$ cat config.mk
export PLATFORM = sky130hd
export DESIGN_NAME = clock_select_and_ready_sequencer
export DESIGN_NICKNAME = d
export VERILOG_FILES = /design/src/rtl/clock_select_pkg.sv /design/src/rtl/clock_select_and_ready_sequencer.sv
export SDC_FILE = /design/constraint.sdc
export NUM_CORES = 1
export LEC_CHECK = 0
export ABC_AREA = 1
export BUFFER_PORTS_ARGS = -buffer_cell sky130_fd_sc_hd__buf_2
export CAP_MARGIN = 10
export CELL_PAD_IN_SITES_DETAIL_PLACEMENT = 1
export CELL_PAD_IN_SITES_GLOBAL_PLACEMENT = 1
export CORE_ASPECT_RATIO = 1.5
export CORE_UTILIZATION = 34
export DETAILED_ROUTE_END_ITERATION = 10
export PLACE_DENSITY_LB_ADDON = 0.1
export SYNTH_ARGS = -nofsm -noshare
export SYNTH_HDL_FRONTEND = slang
export SYNTH_SLANG_ARGS = --single-unit
$ cat constraint.sdc
create_clock -name clk -period 1.5 [get_ports clk]
set_input_delay 0.225 -clock clk [delete_from_list [all_inputs] [get_ports clk]]
set_output_delay 0.225 -clock clk [all_outputs]
set_load 0.05 [all_outputs]
$ cat src/rtl/clock_select_pkg.sv
// shared types and constants for the clock select and ready sequencer
`default_nettype none
package clock_select_pkg;

  // source codes of a clock selection field; code 3 also means pll
  typedef enum logic [1:0] {
    SRC_SLOW = 2'h0,
    SRC_MAIN = 2'h1,
    SRC_PLL = 2'h2,
    SRC_PLL_ALT = 2'h3
  } src_e;

  // selection word: prescale code in bits 4:2, source in bits 1:0
  typedef struct packed {
    logic [2:0] prescaleCode;
    logic [1:0] clockSourceSelect;
  } clock_cfg_s;

  // master clock config word: divider code above the selection
  typedef struct packed {
    logic [1:0] masterDividerCode;
    clock_cfg_s sel;
  } master_cfg_s;

  // transceiver pll config word
  typedef struct packed {
    logic [3:0] pllStartupCount;
    logic transceiverBiasEnable;
    logic usbPllEnable;
  } usb_pll_cfg_s;

  // main pll config word, startup count in slow clock cycles
  typedef struct packed {
    logic [5:0] pllStartupCount;
    logic pllEnable;
  } pll_cfg_s;

  // system clock set / clear / state word
  typedef struct packed {
    logic [1:0] progOutput;
    logic processorClock;
  } sys_clk_s;

  // ready and lock flags, also the layout of the interrupt mask
  typedef struct packed {
    logic [1:0] progOutputReady;
    logic masterClockReady;
    logic pllLocked;
    logic usbPllLocked;
  } power_status_s;

  localparam int PROG_COUNT = 2;
  localparam int PERIPH_WIDTH = 32;
  // peripheral identifiers 2..20: nineteen gated clocks
  localparam logic [31:0] PERIPH_IMPL_MASK = 32'h001F_FFFC;
  localparam logic [2:0] PRESCALE_MAX_CODE = 3'h6;
  localparam int PRESCALE_CNT_WIDTH = 6;
  // new-source edges before a switch counts as settled
  localparam logic [6:0] SETTLE_EDGES = 7'h02;
  // extra new-source edges allowed while the prescaler divides
  localparam logic [6:0] PRESCALE_EXTRA_EDGES = 7'h40;
  localparam master_cfg_s MASTER_CFG_RESET = '0;
  localparam clock_cfg_s PROG_CFG_RESET = '0;
  localparam logic PROC_CLK_RESET = 1'b1;

endpackage
`default_nettype wire

$ cat src/rtl/clock_select_and_ready_sequencer.sv
// clock selection, prescaling, gating and ready sequencing for the power unit
//
// Behaviour
// - without transceiver bias the usb function is held to full speed
// - transceiver pll lock flag rises once locked; software waits on it
// - master source chooses slow, main or pll; slow after reset
// - master prescaler divides by 1..64 in powers of two; divide-by-1 at reset
// - divider code 0,1,2 gives master as processor clock divided by 1,2,4
// - master ready rises after each master config write once the clock settles
// - any source or prescale change drops master ready until clocks are stable
// - with pll as master source, ready stays low while pll is unlocked
// - while pll is unlocked main clock substitutes as master source
// - two programmable outputs enabled by set, disabled by clear, off at reset
// - programmable output source chooses main, slow or pll; slow at reset
// - programmable output prescaler divides by 1..64; divide-by-1 at reset
// - programmable output ready flag rises once that output runs
// - a programmable config word is taken whole in one write
// - nineteen peripheral clocks gated by set and clear, equal to master clock
// - switch latency bounded; up to 64 extra new-source cycles when prescaling
// - peripheral bit n belongs to peripheral identifier n
// - pll lock rises after the programmed number of slow clock cycles
// - processor clock stops on clear write; interrupt or reset restarts it
`default_nettype none

////////////////////////////////////////////////////////////////////////////////
// power-of-two prescaler on a sampled clock level, with a settle tracker

module clock_prescaler (
  input wire logic clk,
  input wire logic rst,
  input wire logic srcLevel,
  input wire logic [2:0] code,
  input wire logic restart,
  output logic divLevel,
  output logic settled
);
  logic prevLevel_r;
  logic [clock_select_pkg::PRESCALE_CNT_WIDTH-1:0] edgeCnt_r;
  logic [6:0] waitCnt_r;
  logic settled_r;
  logic divLevel_r;

  // source rising edge and the counter bit that carries the division
  wire logic srcRise = srcLevel & ~prevLevel_r;
  wire logic [2:0] clampCode = (code > clock_select_pkg::PRESCALE_MAX_CODE) ?
                               clock_select_pkg::PRESCALE_MAX_CODE : code;
  wire logic [2:0] tapIdx = clampCode - 3'h1;
  wire logic divNxt = (clampCode == 3'h0) ? srcLevel : edgeCnt_r[tapIdx];
  // a busy prescaler earns the extra edges, never more
  wire logic [6:0] waitLoad = (clampCode == 3'h0) ? clock_select_pkg::SETTLE_EDGES :
                              7'(clock_select_pkg::SETTLE_EDGES +
                                 clock_select_pkg::PRESCALE_EXTRA_EDGES);
  wire logic waitDone = (waitCnt_r == 7'h00);

  assign divLevel = divLevel_r;
  assign settled = settled_r;

  // edge counting runs free; the divided level follows one cycle later
  always_ff @(posedge clk) begin
    if (rst) begin
      prevLevel_r <= 1'b0;
      edgeCnt_r <= '0;
      divLevel_r <= 1'b0;
    end else begin
      prevLevel_r <= srcLevel;
      edgeCnt_r <= srcRise ? edgeCnt_r + 6'h01 : edgeCnt_r;
      divLevel_r <= divNxt;
    end
  end

  // settle tracker: a restart reloads, edges of the new source count down
  always_ff @(posedge clk) begin
    if (rst) begin
      waitCnt_r <= 7'h00;
      settled_r <= 1'b1;
    end else if (restart) begin
      waitCnt_r <= waitLoad;
      settled_r <= 1'b0;
    end else begin
      waitCnt_r <= (srcRise && !waitDone) ? waitCnt_r - 7'h01 : waitCnt_r;
      settled_r <= waitDone;
    end
  end
endmodule

////////////////////////////////////////////////////////////////////////////////
// top: selection, gating, lock timing, status and interrupt

module clock_select_and_ready_sequencer (
  input wire logic clk,
  input wire logic rst,
  input wire logic slowClk,
  input wire logic mainClk,
  input wire logic pllClk,
  input wire logic usbPllCfgWr,
  input wire clock_select_pkg::usb_pll_cfg_s usbPllCfg,
  input wire logic pllCfgWr,
  input wire clock_select_pkg::pll_cfg_s pllCfg,
  input wire logic masterCfgWr,
  input wire clock_select_pkg::master_cfg_s masterCfg,
  input wire logic [1:0] progCfgWr,
  input wire clock_select_pkg::clock_cfg_s progCfg,
  input wire logic sysClkSetWr,
  input wire logic sysClkClrWr,
  input wire clock_select_pkg::sys_clk_s sysClkData,
  input wire logic periphSetWr,
  input wire logic periphClrWr,
  input wire logic [31:0] periphData,
  input wire logic irqMaskSetWr,
  input wire logic irqMaskClrWr,
  input wire clock_select_pkg::power_status_s irqMaskData,
  input wire logic wakeIrq,
  output logic masterClk,
  output logic procClk,
  output logic [1:0] progClk,
  output logic [31:0] periphClk,
  output logic highSpeedAllowed,
  output clock_select_pkg::power_status_s powerStatus,
  output clock_select_pkg::sys_clk_s sysClkState,
  output logic [31:0] periphClkState,
  output clock_select_pkg::master_cfg_s masterCfgState,
  output logic irq
);
  clock_select_pkg::master_cfg_s masterCfg_r;
  clock_select_pkg::clock_cfg_s progCfg_r [clock_select_pkg::PROG_COUNT];
  clock_select_pkg::usb_pll_cfg_s usbCfg_r;
  clock_select_pkg::power_status_s status_r;
  clock_select_pkg::power_status_s irqMask_r;
  logic [3:0] usbLockCnt_r;
  logic [5:0] pllLockCnt_r;
  logic usbLocked_r;
  logic pllLocked_r;
  logic pllRunning_r;
  logic slowPrev_r;
  logic procEn_r;
  logic [1:0] progEn_r;
  logic [31:0] periphEn_r;
  logic procClk_r;
  logic [1:0] progClk_r;
  logic [31:0] periphClk_r;
  logic highSpeed_r;
  logic irq_r;
  logic masterLevel;
  logic masterSettled;
  logic [1:0] progLevel;
  logic [1:0] progSettled;

  //////////////////////////////////////////////////////////////////////////////
  // source decode and selection

  wire logic slowRise = slowClk & ~slowPrev_r;
  wire logic masterWantsPll = masterCfg_r.sel.clockSourceSelect[1];
  // an unlocked pll is never handed to the master path
  wire logic masterOnMain = masterWantsPll & ~pllLocked_r;
  wire logic masterSrc = masterOnMain ? mainClk :
                         masterWantsPll ? pllClk :
                         (masterCfg_r.sel.clockSourceSelect == clock_select_pkg::SRC_MAIN) ?
                         mainClk : slowClk;
  wire logic pllLockRise = pllCfgWr ? 1'b0 : (pllRunning_r && !pllLocked_r &&
                                              slowRise && pllLockCnt_r <= 6'h01);
  // each write of the master word, and each pll relock while the master selects pll, restart settling
  wire logic masterRestart = masterCfgWr | (masterWantsPll & pllLockRise);
  wire logic masterReadyNxt = masterSettled & ~(masterWantsPll & ~pllLocked_r);
  wire logic [2:0] masterDivCode = {1'b0, masterCfg_r.masterDividerCode};

  //////////////////////////////////////////////////////////////////////////////
  // master prescaler, then the divider from processor to master clock

  clock_prescaler masterPresc (
    .clk(clk),
    .rst(rst),
    .srcLevel(masterSrc),
    .code(masterCfg_r.sel.prescaleCode),
    .restart(masterRestart),
    .divLevel(masterLevel),
    .settled(masterSettled)
  );

  // with divider code 1 or 2 the master tap sits one flop behind the processor clock it divides; code 0 keeps them aligned
  clock_prescaler masterDiv (
    .clk(clk),
    .rst(rst),
    .srcLevel(masterLevel),
    .code(masterDivCode),
    .restart(1'b0),
    .divLevel(masterClk),
    .settled()
  );

  //////////////////////////////////////////////////////////////////////////////
  // programmable outputs, one prescaler each

  genvar gi;
  generate
    for (gi = 0; gi < clock_select_pkg::PROG_COUNT; gi++) begin : gProg
      wire logic [1:0] srcSel = progCfg_r[gi].clockSourceSelect;
      // no glitch guard here: software disables before reconfiguring
      wire logic progSrc = srcSel[1] ? pllClk :
                           (srcSel == clock_select_pkg::SRC_MAIN) ? mainClk : slowClk;
      wire logic progRestart = progCfgWr[gi] | (sysClkSetWr & sysClkData.progOutput[gi]);

      clock_prescaler progPresc (
        .clk(clk),
        .rst(rst),
        .srcLevel(progSrc),
        .code(progCfg_r[gi].prescaleCode),
        .restart(progRestart),
        .divLevel(progLevel[gi]),
        .settled(progSettled[gi])
      );

      // whole word taken in one write, no field order needed
      always_ff @(posedge clk) begin
        if (rst) begin
          progCfg_r[gi] <= clock_select_pkg::PROG_CFG_RESET;
        end else if (progCfgWr[gi]) begin
          progCfg_r[gi] <= progCfg;
        end
      end
    end
  endgenerate

  //////////////////////////////////////////////////////////////////////////////
  // configuration words

  // master word taken whole; ordering of source and prescale is up to software
  always_ff @(posedge clk) begin
    if (rst) begin
      masterCfg_r <= clock_select_pkg::MASTER_CFG_RESET;
    end else if (masterCfgWr) begin
      masterCfg_r <= masterCfg;
    end
  end

  // transceiver pll word; lock counts slow edges from the write
  always_ff @(posedge clk) begin
    if (rst) begin
      usbCfg_r <= '0;
      usbLockCnt_r <= 4'h0;
      usbLocked_r <= 1'b0;
    end else if (usbPllCfgWr) begin
      usbCfg_r <= usbPllCfg;
      usbLockCnt_r <= usbPllCfg.pllStartupCount;
      usbLocked_r <= 1'b0;
    end else if (usbCfg_r.usbPllEnable && !usbLocked_r && slowRise) begin
      usbLockCnt_r <= (usbLockCnt_r == 4'h0) ? 4'h0 : usbLockCnt_r - 4'h1;
      usbLocked_r <= (usbLockCnt_r <= 4'h1);
    end
  end

  // main pll word; a rewrite unlocks until the count of slow edges passes
  always_ff @(posedge clk) begin
    if (rst) begin
      pllRunning_r <= 1'b0;
      pllLockCnt_r <= 6'h00;
      pllLocked_r <= 1'b0;
    end else if (pllCfgWr) begin
      pllRunning_r <= pllCfg.pllEnable;
      pllLockCnt_r <= pllCfg.pllStartupCount;
      pllLocked_r <= 1'b0;
    end else if (pllRunning_r && !pllLocked_r && slowRise) begin
      pllLockCnt_r <= (pllLockCnt_r == 6'h00) ? 6'h00 : pllLockCnt_r - 6'h01;
      pllLocked_r <= pllLockRise;
    end
  end

  //////////////////////////////////////////////////////////////////////////////
  // clock gating state

  // interrupt or reset restarts the processor clock over a clear
  wire logic procEnNxt = wakeIrq ? 1'b1 :
                         (sysClkClrWr & sysClkData.processorClock) ? 1'b0 : procEn_r;
  wire logic [1:0] progClr = sysClkClrWr ? sysClkData.progOutput : 2'h0;
  wire logic [1:0] progSet = sysClkSetWr ? sysClkData.progOutput : 2'h0;
  wire logic [31:0] perClr = periphClrWr ? periphData : 32'h0000_0000;
  wire logic [31:0] perSet = periphSetWr ? periphData : 32'h0000_0000;

  always_ff @(posedge clk) begin
    if (rst) begin
      procEn_r <= clock_select_pkg::PROC_CLK_RESET;
      progEn_r <= 2'h0;
      periphEn_r <= 32'h0000_0000;
    end else begin
      procEn_r <= procEnNxt;
      progEn_r <= (progEn_r & ~progClr) | progSet;
      periphEn_r <= ((periphEn_r & ~perClr) | perSet) &
                    clock_select_pkg::PERIPH_IMPL_MASK;
    end
  end

  //////////////////////////////////////////////////////////////////////////////
  // gated clock outputs, each from a flop

  always_ff @(posedge clk) begin
    if (rst) begin
      procClk_r <= 1'b0;
      progClk_r <= 2'h0;
      periphClk_r <= 32'h0000_0000;
    end else begin
      procClk_r <= masterLevel & procEn_r;
      progClk_r <= progLevel & progEn_r;
      periphClk_r <= {32{masterClk}} & periphEn_r;
    end
  end

  //////////////////////////////////////////////////////////////////////////////
  // status, high speed permission and interrupt

  wire clock_select_pkg::power_status_s statusNxt = '{
    progOutputReady: progSettled & progEn_r,
    masterClockReady: masterReadyNxt & ~masterRestart,
    pllLocked: pllLocked_r,
    usbPllLocked: usbLocked_r
  };
  wire clock_select_pkg::power_status_s maskNxt =
    (irqMask_r & ~(irqMaskClrWr ? irqMaskData : '0)) | (irqMaskSetWr ? irqMaskData : '0);

  always_ff @(posedge clk) begin
    if (rst) begin
      status_r <= '0;
      irqMask_r <= '0;
      highSpeed_r <= 1'b0;
      irq_r <= 1'b0;
      slowPrev_r <= 1'b0;
    end else begin
      status_r <= statusNxt;
      irqMask_r <= maskNxt;
      // without bias only full speed is offered, pll running or not
      highSpeed_r <= usbCfg_r.transceiverBiasEnable & usbLocked_r;
      irq_r <= |(status_r & irqMask_r);
      slowPrev_r <= slowClk;
    end
  end

  assign procClk = procClk_r;
  assign progClk = progClk_r;
  assign periphClk = periphClk_r;
  assign highSpeedAllowed = highSpeed_r;
  assign powerStatus = status_r;
  assign sysClkState = '{progOutput: progEn_r, processorClock: procEn_r};
  assign periphClkState = periphEn_r;
  assign masterCfgState = masterCfg_r;
  assign irq = irq_r;
endmodule
`default_nettype wire

# After elaboration in Yosys (flattened, before gate mapping)

Memories as Yosys holds them, arrays and structs flattened.
Index checks and enable logic that the tools add are counted.

Register bits: 148
Latch bits: 0
Memory bits (writable): 10
Memory bits (read-only): 0
Bits of input ports: 82
Logic and storage cells: 201
Memories kept: 1

Memory list:

| memory    | words | width | read ports | clocked after memory_dff | write ports | RTL line                                | RTL |
|---|---|---|---|---|---|---|---|
| progCfg_r | 2     | 5     | 2          | 0                        | 2           | clock_select_and_ready_sequencer.sv:125 | `clock_select_pkg::clock_cfg_s progCfg_r [clock_select_pkg::PROG_COUNT];` |

Add/sub/neg operators: 13
$mul: 0
Div/mod/pow operators: 0
$lt $le $gt $ge: 10
Eq/ne operators: 3
Shift-type cells: 0
Muxes and demuxes: 58
Bitwise operators: 40
Reduce and logical (&&, ||, !) cells: 31

Operators with widths:

| kind                                                                 | number |
|---|---|
| 7-bit 2-to-1 mux                                                     | 9 |
| 21-bit 2-to-1 mux                                                    | 2 |
| 32-bit by 21-bit AND with 32-bit output                              | 1 |
| 1-bit 2-to-1 mux                                                     | 27 |
| 6-bit by 1-bit adder with 6-bit output, second input constant        | 4 |
| 21-bit AND                                                           | 1 |
| 7-bit logical NOT                                                    | 3 |
| 21-bit inverter                                                      | 1 |
| 21-bit OR                                                            | 1 |
| 7-bit by 1-bit subtractor with 7-bit output, second input constant   | 3 |
| 5-bit 2-to-1 mux                                                     | 4 |
| 6-bit 2-to-1 mux                                                     | 3 |
| 3-bit by 4-bit < comparator with 1-bit output, second input constant | 4 |
| 1-bit AND                                                            | 14 |
| 1-bit binary-select mux with 3-bit select                            | 4 |
| 3-bit logical NOT                                                    | 4 |
| 3-bit 2-to-1 mux                                                     | 4 |
| 4-bit 2-to-1 mux                                                     | 3 |
| 3-bit by 1-bit subtractor with 3-bit output, second input constant   | 4 |
| 5-bit AND                                                            | 2 |
| 2-bit nonzero test                                                   | 5 |
| 3-bit greater-than comparator, second input constant                 | 3 |
| 1-bit logical AND                                                    | 8 |
| 1-bit inverter                                                       | 8 |
| other kinds (18)                                                     | 33 |

# Depth between registers and ports, before layout

Word-level depth: 9
Mapped depth: 11
Mapped depth without buffers: 11

# By module

From an unflattened synthesis, not the netlist that was laid out.

Cell total of the unflattened synthesis: 1004
Area total of the unflattened synthesis: 7380.8 µm²

By module, submodules not included:

| module                           | instances | cells each | area each (µm²) | sequential area each (µm²) |
|---|---|---|---|---|
| clock_select_and_ready_sequencer | 1         | 492        | 3792.4          | 1881.8 |
| clock_prescaler                  | 4         | 128        | 897.1           | 320.3 |

# Worst setup path after synthesis

OpenSTA, ideal clock, no wires.

Path kind: flip-flop to flip-flop
From: register masterCfg_r (netlist bit masterCfgState[0])
To: register masterPresc.edgeCnt_r[2] (netlist bit)
Library setup time: 0.115 ns
Arrival: 1.472 ns
Required time: 1.385 ns
Slack: -0.087 ns
Cell stages (with the launch flop): 9
Path buffers: 0
Period minus slack after synthesis: 1.587 ns
Cell sequence: dfxtp_1 > nand2_1 > o21ai_2 > nor2_2 > nor2_4 > nand2_4 > inv_1 > nand3_1 > and3_1

Cells in the longest elaborated chain, start to end: 5

RTL lines:

| what                                     | RTL line                                | RTL |
|---|---|---|
| start: declaration                       | clock_select_and_ready_sequencer.sv:124 | `clock_select_pkg::master_cfg_s masterCfg_r;` |
| start signal: assignment                 | clock_select_and_ready_sequencer.sv:229 | `masterCfg_r <= clock_select_pkg::MASTER_CFG_RESET;` |
| start signal: assignment                 | clock_select_and_ready_sequencer.sv:231 | `masterCfg_r <= masterCfg;` |
| 2-bit by 1-bit == test with 1-bit output | clock_select_and_ready_sequencer.sv:157 | `(masterCfg_r.sel.clockSourceSelect == clock_select_pkg::SRC_MAIN) ?` |
| 1-bit 2-to-1 mux                         | clock_select_and_ready_sequencer.sv:157 |  |
| 1-bit 2-to-1 mux                         | clock_select_and_ready_sequencer.sv:156 | `masterWantsPll ? pllClk :` |
| 1-bit 2-to-1 mux                         | clock_select_and_ready_sequencer.sv:155 | `wire logic masterSrc = masterOnMain ? mainClk :` |
| 1-bit AND                                | clock_select_and_ready_sequencer.sv:44  | `wire logic srcRise = srcLevel & ~prevLevel_r;` |
| end signal: assignment                   | clock_select_and_ready_sequencer.sv:66  | `edgeCnt_r <= srcRise ? edgeCnt_r + 6'h01 : edgeCnt_r;` |
| end: declaration                         | clock_select_and_ready_sequencer.sv:38  | `logic [clock_select_pkg::PRESCALE_CNT_WIDTH-1:0] edgeCnt_r;` |

No other way between the ends.
A chain may end at the register's enable or synchronous reset.

# Worst setup path in the final report

From: register pllLockCnt_r[1]
To: register masterPresc.waitCnt_r[1]

Cells in the longest elaborated chain, start to end: 6
Elaborated cells between the ends (all ways): 7
Classes of those cells: 1 x order compare; 2 x mux; 2 x bitwise; 2 x reduce/logical

RTL lines:

| what                                                          | RTL line                                | RTL |
|---|---|---|
| start: declaration                                            | clock_select_and_ready_sequencer.sv:130 | `logic [5:0] pllLockCnt_r;` |
| start signal: assignment                                      | clock_select_and_ready_sequencer.sv:259 | `pllLockCnt_r <= pllCfg.pllStartupCount;` |
| start signal: assignment                                      | clock_select_and_ready_sequencer.sv:262 | `pllLockCnt_r <= (pllLockCnt_r == 6'h00) ? 6'h00 : pllLockCnt_r - 6'h01;` |
| 6-bit by 1-bit <= comparator with 1-bit output *              | clock_select_and_ready_sequencer.sv:160 | `slowRise && pllLockCnt_r <= 6'h01);` |
| 1-bit logical AND *                                           | clock_select_and_ready_sequencer.sv:160 |  |
| 1-bit 2-to-1 mux *                                            | clock_select_and_ready_sequencer.sv:159 | `wire logic pllLockRise = pllCfgWr ? 1'b0 : (pllRunning_r && !pllLocked_r &&` |
| 1-bit AND *                                                   | clock_select_and_ready_sequencer.sv:162 | `wire logic masterRestart = masterCfgWr \| (masterWantsPll & pllLockRise);` |
| 1-bit OR *                                                    | clock_select_and_ready_sequencer.sv:162 |  |
| 7-bit 2-to-1 mux / 2-bit nonzero test (equally long branches) | --                                      |  |
| end signal: assignment                                        | clock_select_and_ready_sequencer.sv:77  | `waitCnt_r <= waitLoad;` |
| end signal: assignment                                        | clock_select_and_ready_sequencer.sv:80  | `waitCnt_r <= (srcRise && !waitDone) ? waitCnt_r - 7'h01 : waitCnt_r;` |
| end: declaration                                              | clock_select_and_ready_sequencer.sv:39  | `logic [6:0] waitCnt_r;` |

Mark *: on every way between the ends. The rest lies on a longest branch, timed or not.

==> results by group <==
Timing
  – Worst setup margin: around 0.066 ns
  – Unrepaired setup endpoints after global routing: true
  – Final period util: 95.6%
  – Slew Limit Fails: 0
  – Fin. Hold Viols: 0
  – Min Tclk post-route: 1.43 ns
  – Fmax: 0.698 GHz
  – Worst Clk Skew: 0.00727 ns
  – Final setup viols: 0

Pwr
  – LEAKAGE: between 0.003 and 0.004 µW
  – Pwr/cell area: 1280 mW/mm²
  – Final Total Pwr: 10600 µW
  – Peak VDD IR: 0.000509 V

Cells and area
  – Final Util: 44.2%
  – Commonest cells after routing, fill and taps aside: nand2_1 (220), buf_2 (126), dfxtp_1 (125)
  – Layout cells sized above 1: between 20 and 25%
  – Most common cell after layout, fill and taps aside: nand2_1
  – Post-route insts no fill: 1303
  – Fin area: about 0.0083 mm²
  – Layout fillers: 2393
  – Area Overhead vs Synth: 26.7%
  – Final nets: 1137

Synthesis
  – Largest family of logic cells by synthesized area: simple AND/OR/NAND/NOR gates
  – Post-Synthesis Cells: 882
  – Xor/xnor cell area share of the yosys netlist: ~2.7%
  – Synthesized-area fraction occupied by ao, oa, aoi and oai cells: around an eighth
  – Synth Area in Simple Gates: 26.6%
  – Synth Warn #: 0
  – Post-synthesis area per instance: 7.41 µm²
  – Mux cell area share after synthesis: 0%
  – #FFs+latches synth: 143
  – Adder-cell share of the synthesized area: 3.26%
  – Mapped Area: 0.00653 mm²
  – Post-synthesis sequential area ratio: 45.4%
  – Netlist cell types: 38

GRT
  – Met1 Use GR: between 15 and 20%
  – Pin count of the biggest net entering global routing: 63
  – Met3 Resource Use GR: 4.19%
  – Number of global-route vias before repair: 6000
  – GR Layer Usage met2: 34.5%
  – All-Layer GR Usage: a little under a fifth
  – Global route overflow: 0
  – Busiest grt layer: met2
  – Initial antenna violation count: 0
  – First-pass GRT wire length: 28100 µm

Worst hold path
  – Hold worst-path end: masterCfgState[0]
  – Hold Crit Depth: 3
  – Worst hold start: masterCfg[0]
  – Worst hold path type: primary input to flip-flop

Critical path
  – Worst path cell trace: inv_4, ha_4, nor2_4, nor2_2, nand3_2, nand2_2, nand2_4, buf_6, nand3_2, nand2_2, nor2_2
  – RR Startpoint: pllLockCnt_r[1]
  – CP delay by family, top: simple AND/OR/NAND/NOR gates
  – Worst path required time: 1.82 ns
  – Arr. time, crit path: around 1.8 ns
  – Slowest-stage cell, CP: dfxtp_2
  – CP Capture Type: flip-flop
  – Kind of critical path: flip-flop to flip-flop
  – CP Launch Type: flip-flop
  – R2r endpoint: masterPresc.waitCnt_r[1]
  – WP buf/inv: 2
  – Cells on worst reg2reg path: 11
  – Slack of the worst reg-to-reg path: 0.07 ns
  – Crit-path max FO: 7
  – Crit-path max cell delay: 0.35 ns

Clock tree
  – CTS tree: built
  – Num Clock Sinks: 143
  – H-tree level count: 4
  – CTS buffer count: 17
  – CTS max path bufs: 2
  – Clock Latency Late Sink: 0.43 ns
  – CTS Root Cell: clkbuf_16
  – Clock slew at reported path FFs: 0.06 ns

Place
  – Final GP Congestion: 0.758
  – Port buffer count: 127
  – Placed cells: 1266
  – Post-DP HPWL: 12900 µm
  – Post-Place Worst Slack: -0.0352 ns
  – Placed Area: 0.00755 mm²

Floorplan
  – Core region area: 0.0187 mm²
  – Die height: 172 µm
  – FP Rows: 61
  – IO Pins: 167
  – Initial Util: between 30% and 40%
  – DIE AREA: approximately 0.02 mm²
  – Die Wd: 115 µm

Detailed routing
  – Routed wire length per instance: 13.3 µm
  – Initial DRC Count: 230
  – Vias post-DR: 5995
  – Number of iterations in the first detailed-routing pass: 4
  – DRC Markers: 0
  – Vias per cell: 4.60
  – Final ANT Viol Nets: 0
  – Final Routed Wirelength: approximately 17000 µm

Flow run
  – Maximum Capacitance Violations: 0

Outcome
  – Run status: complete, no violations
==> synthesized netlist by cell type <==
master,n,share of area (%)
nand3_2,4,0.61
nor3_1,8,0.61
conb_1,1,0.057
o211ai_1,3,0.34
nand3b_1,1,0.11
a22o_1,1,0.13
a211oi_1,1,0.11
xnor2_1,3,0.40
buf_2,3,0.23
nor2_4,2,0.34
nand2_4,5,0.86
dfxtp_1,133,41
inv_1,91,5.2
nand2_2,4,0.38
a31oi_1,7,0.67
nand3_1,49,3.8
o22ai_1,4,0.38
a21oi_1,77,5.9
nor2_1,102,5.9
o21bai_1,1,0.11
or3_1,1,0.096
a221oi_1,1,0.13
nand2_1,222,13
clkbuf_1,13,0.75
ha_1,17,3.3
edfxtp_1,10,4.6
a21oi_2,1,0.13
o21ai_2,1,0.13
inv_2,1,0.057
xor2_1,17,2.3
buf_6,1,0.17
and3_1,2,0.19
nand3_4,1,0.27
nand4_1,5,0.48
buf_4,28,3.2
o21ai_0,51,3.9
nor2_2,3,0.29
buf_1,7,0.40
==> flip-flops by register name, indices dropped and copies added, names as in the netlist, 5 cells and up <==
name / count
irqMask_r: 5
periphClk: 19
progCfg_r: 10
periphClkState: 19
masterCfgState: 7
gProg.progPresc.edgeCnt_r: 12
pllLockCnt_r: 6
powerStatus: 5
masterPresc.edgeCnt_r: 6
masterPresc.waitCnt_r: 7
gProg.progPresc.waitCnt_r: 14
==> stage by stage <==
| step | hold WS (ns) | setup TNS, ns |
|---|---|---|
| 6_report | 0.0316 | 0 |
| 3_3_place_gp | 0.410 | 0 |
| 3_5_place_dp | 0.424 | -0.108 |
| 4_1_cts | 0.0220 | 0 |
| 2_1_floorplan | 0.304 | 0 |
| 5_1_grt | 0.0456 | -0.144 |
==> tightest hold or removal path, stage by stage <==
cell and delay (ns):
buf_2 0.08, nor2_1 0.03, nor2_1 0.08
==> routing by layer <==
layer / routed length [µm] / vias up / share of wire (%)
met5: 0 / - / 0
met3: 673 / 16 / 3.9
met2: 9210 / 110 / 53
li1: - / 3084 / -
met4: 251 / 0 / 1.4
met1: 7190 / 2785 / 42
==> logic make-up after synthesis <==
logic type	Yosys count
AND/OR/NAND/NOR	409
AO/OA/AOI/OAI	148
buffers and inverters	144
flip-flops	143
XOR/XNOR	20
adder cells (fa/ha/maj)	17
other	1
==> power breakdown <==
part / total, µW / internal [µW] / switching (µW)
logic: 2150 / 727 / 1420
clock network: 4110 / 2490 / 1630
registers: 4320 / 4120 / 205
==> layout make-up <==
class	count	area (µm²)	area share [%]
Timing Repair Buffer	164	963	11.6
Sequential cell	143	2980	36.0
Clock buffer	20	450	5.44
Inverter	92	350	4.23
Antenna cell	1	2.50	0.0302
Multi-Input combinational cell	620	3100	37.5
Tap cell	252	315	3.81
Clock inverter	11	118	1.42
==> how the worst max path moves through the flow <==
stage / startpoint / to / slack, ns / cells past startpoint
2_1_floorplan: masterCfgState[6] / masterDiv.divLevel / 0.02 / 7
3_3_place_gp: pllLockCnt_r[0] / masterPresc.waitCnt_r[0] / 0.006 / 10
3_5_place_dp: pllLockCnt_r[0] / masterPresc.waitCnt_r[2] / -0.04 / 10
4_1_cts: pllLockCnt_r[0] / masterPresc.waitCnt_r[3] / 0.005 / 10
5_1_grt: pllLockCnt_r[0] / masterPresc.waitCnt_r[4] / -0.04 / 11
6_report: pllLockCnt_r[1] / masterPresc.waitCnt_r[1] / 0.07 / 11
==> repair_timing <==
action                     4_1_cts  5_1_grt
gates resized for setup          3       33
hold buffers                     1        0
hold endpoints to repair         1        0
buffers inserted                 1        3
setup endpoints to repair        6       30
pin swaps                        1       10
Note: power is estimated with default switching activity, not from simulation.
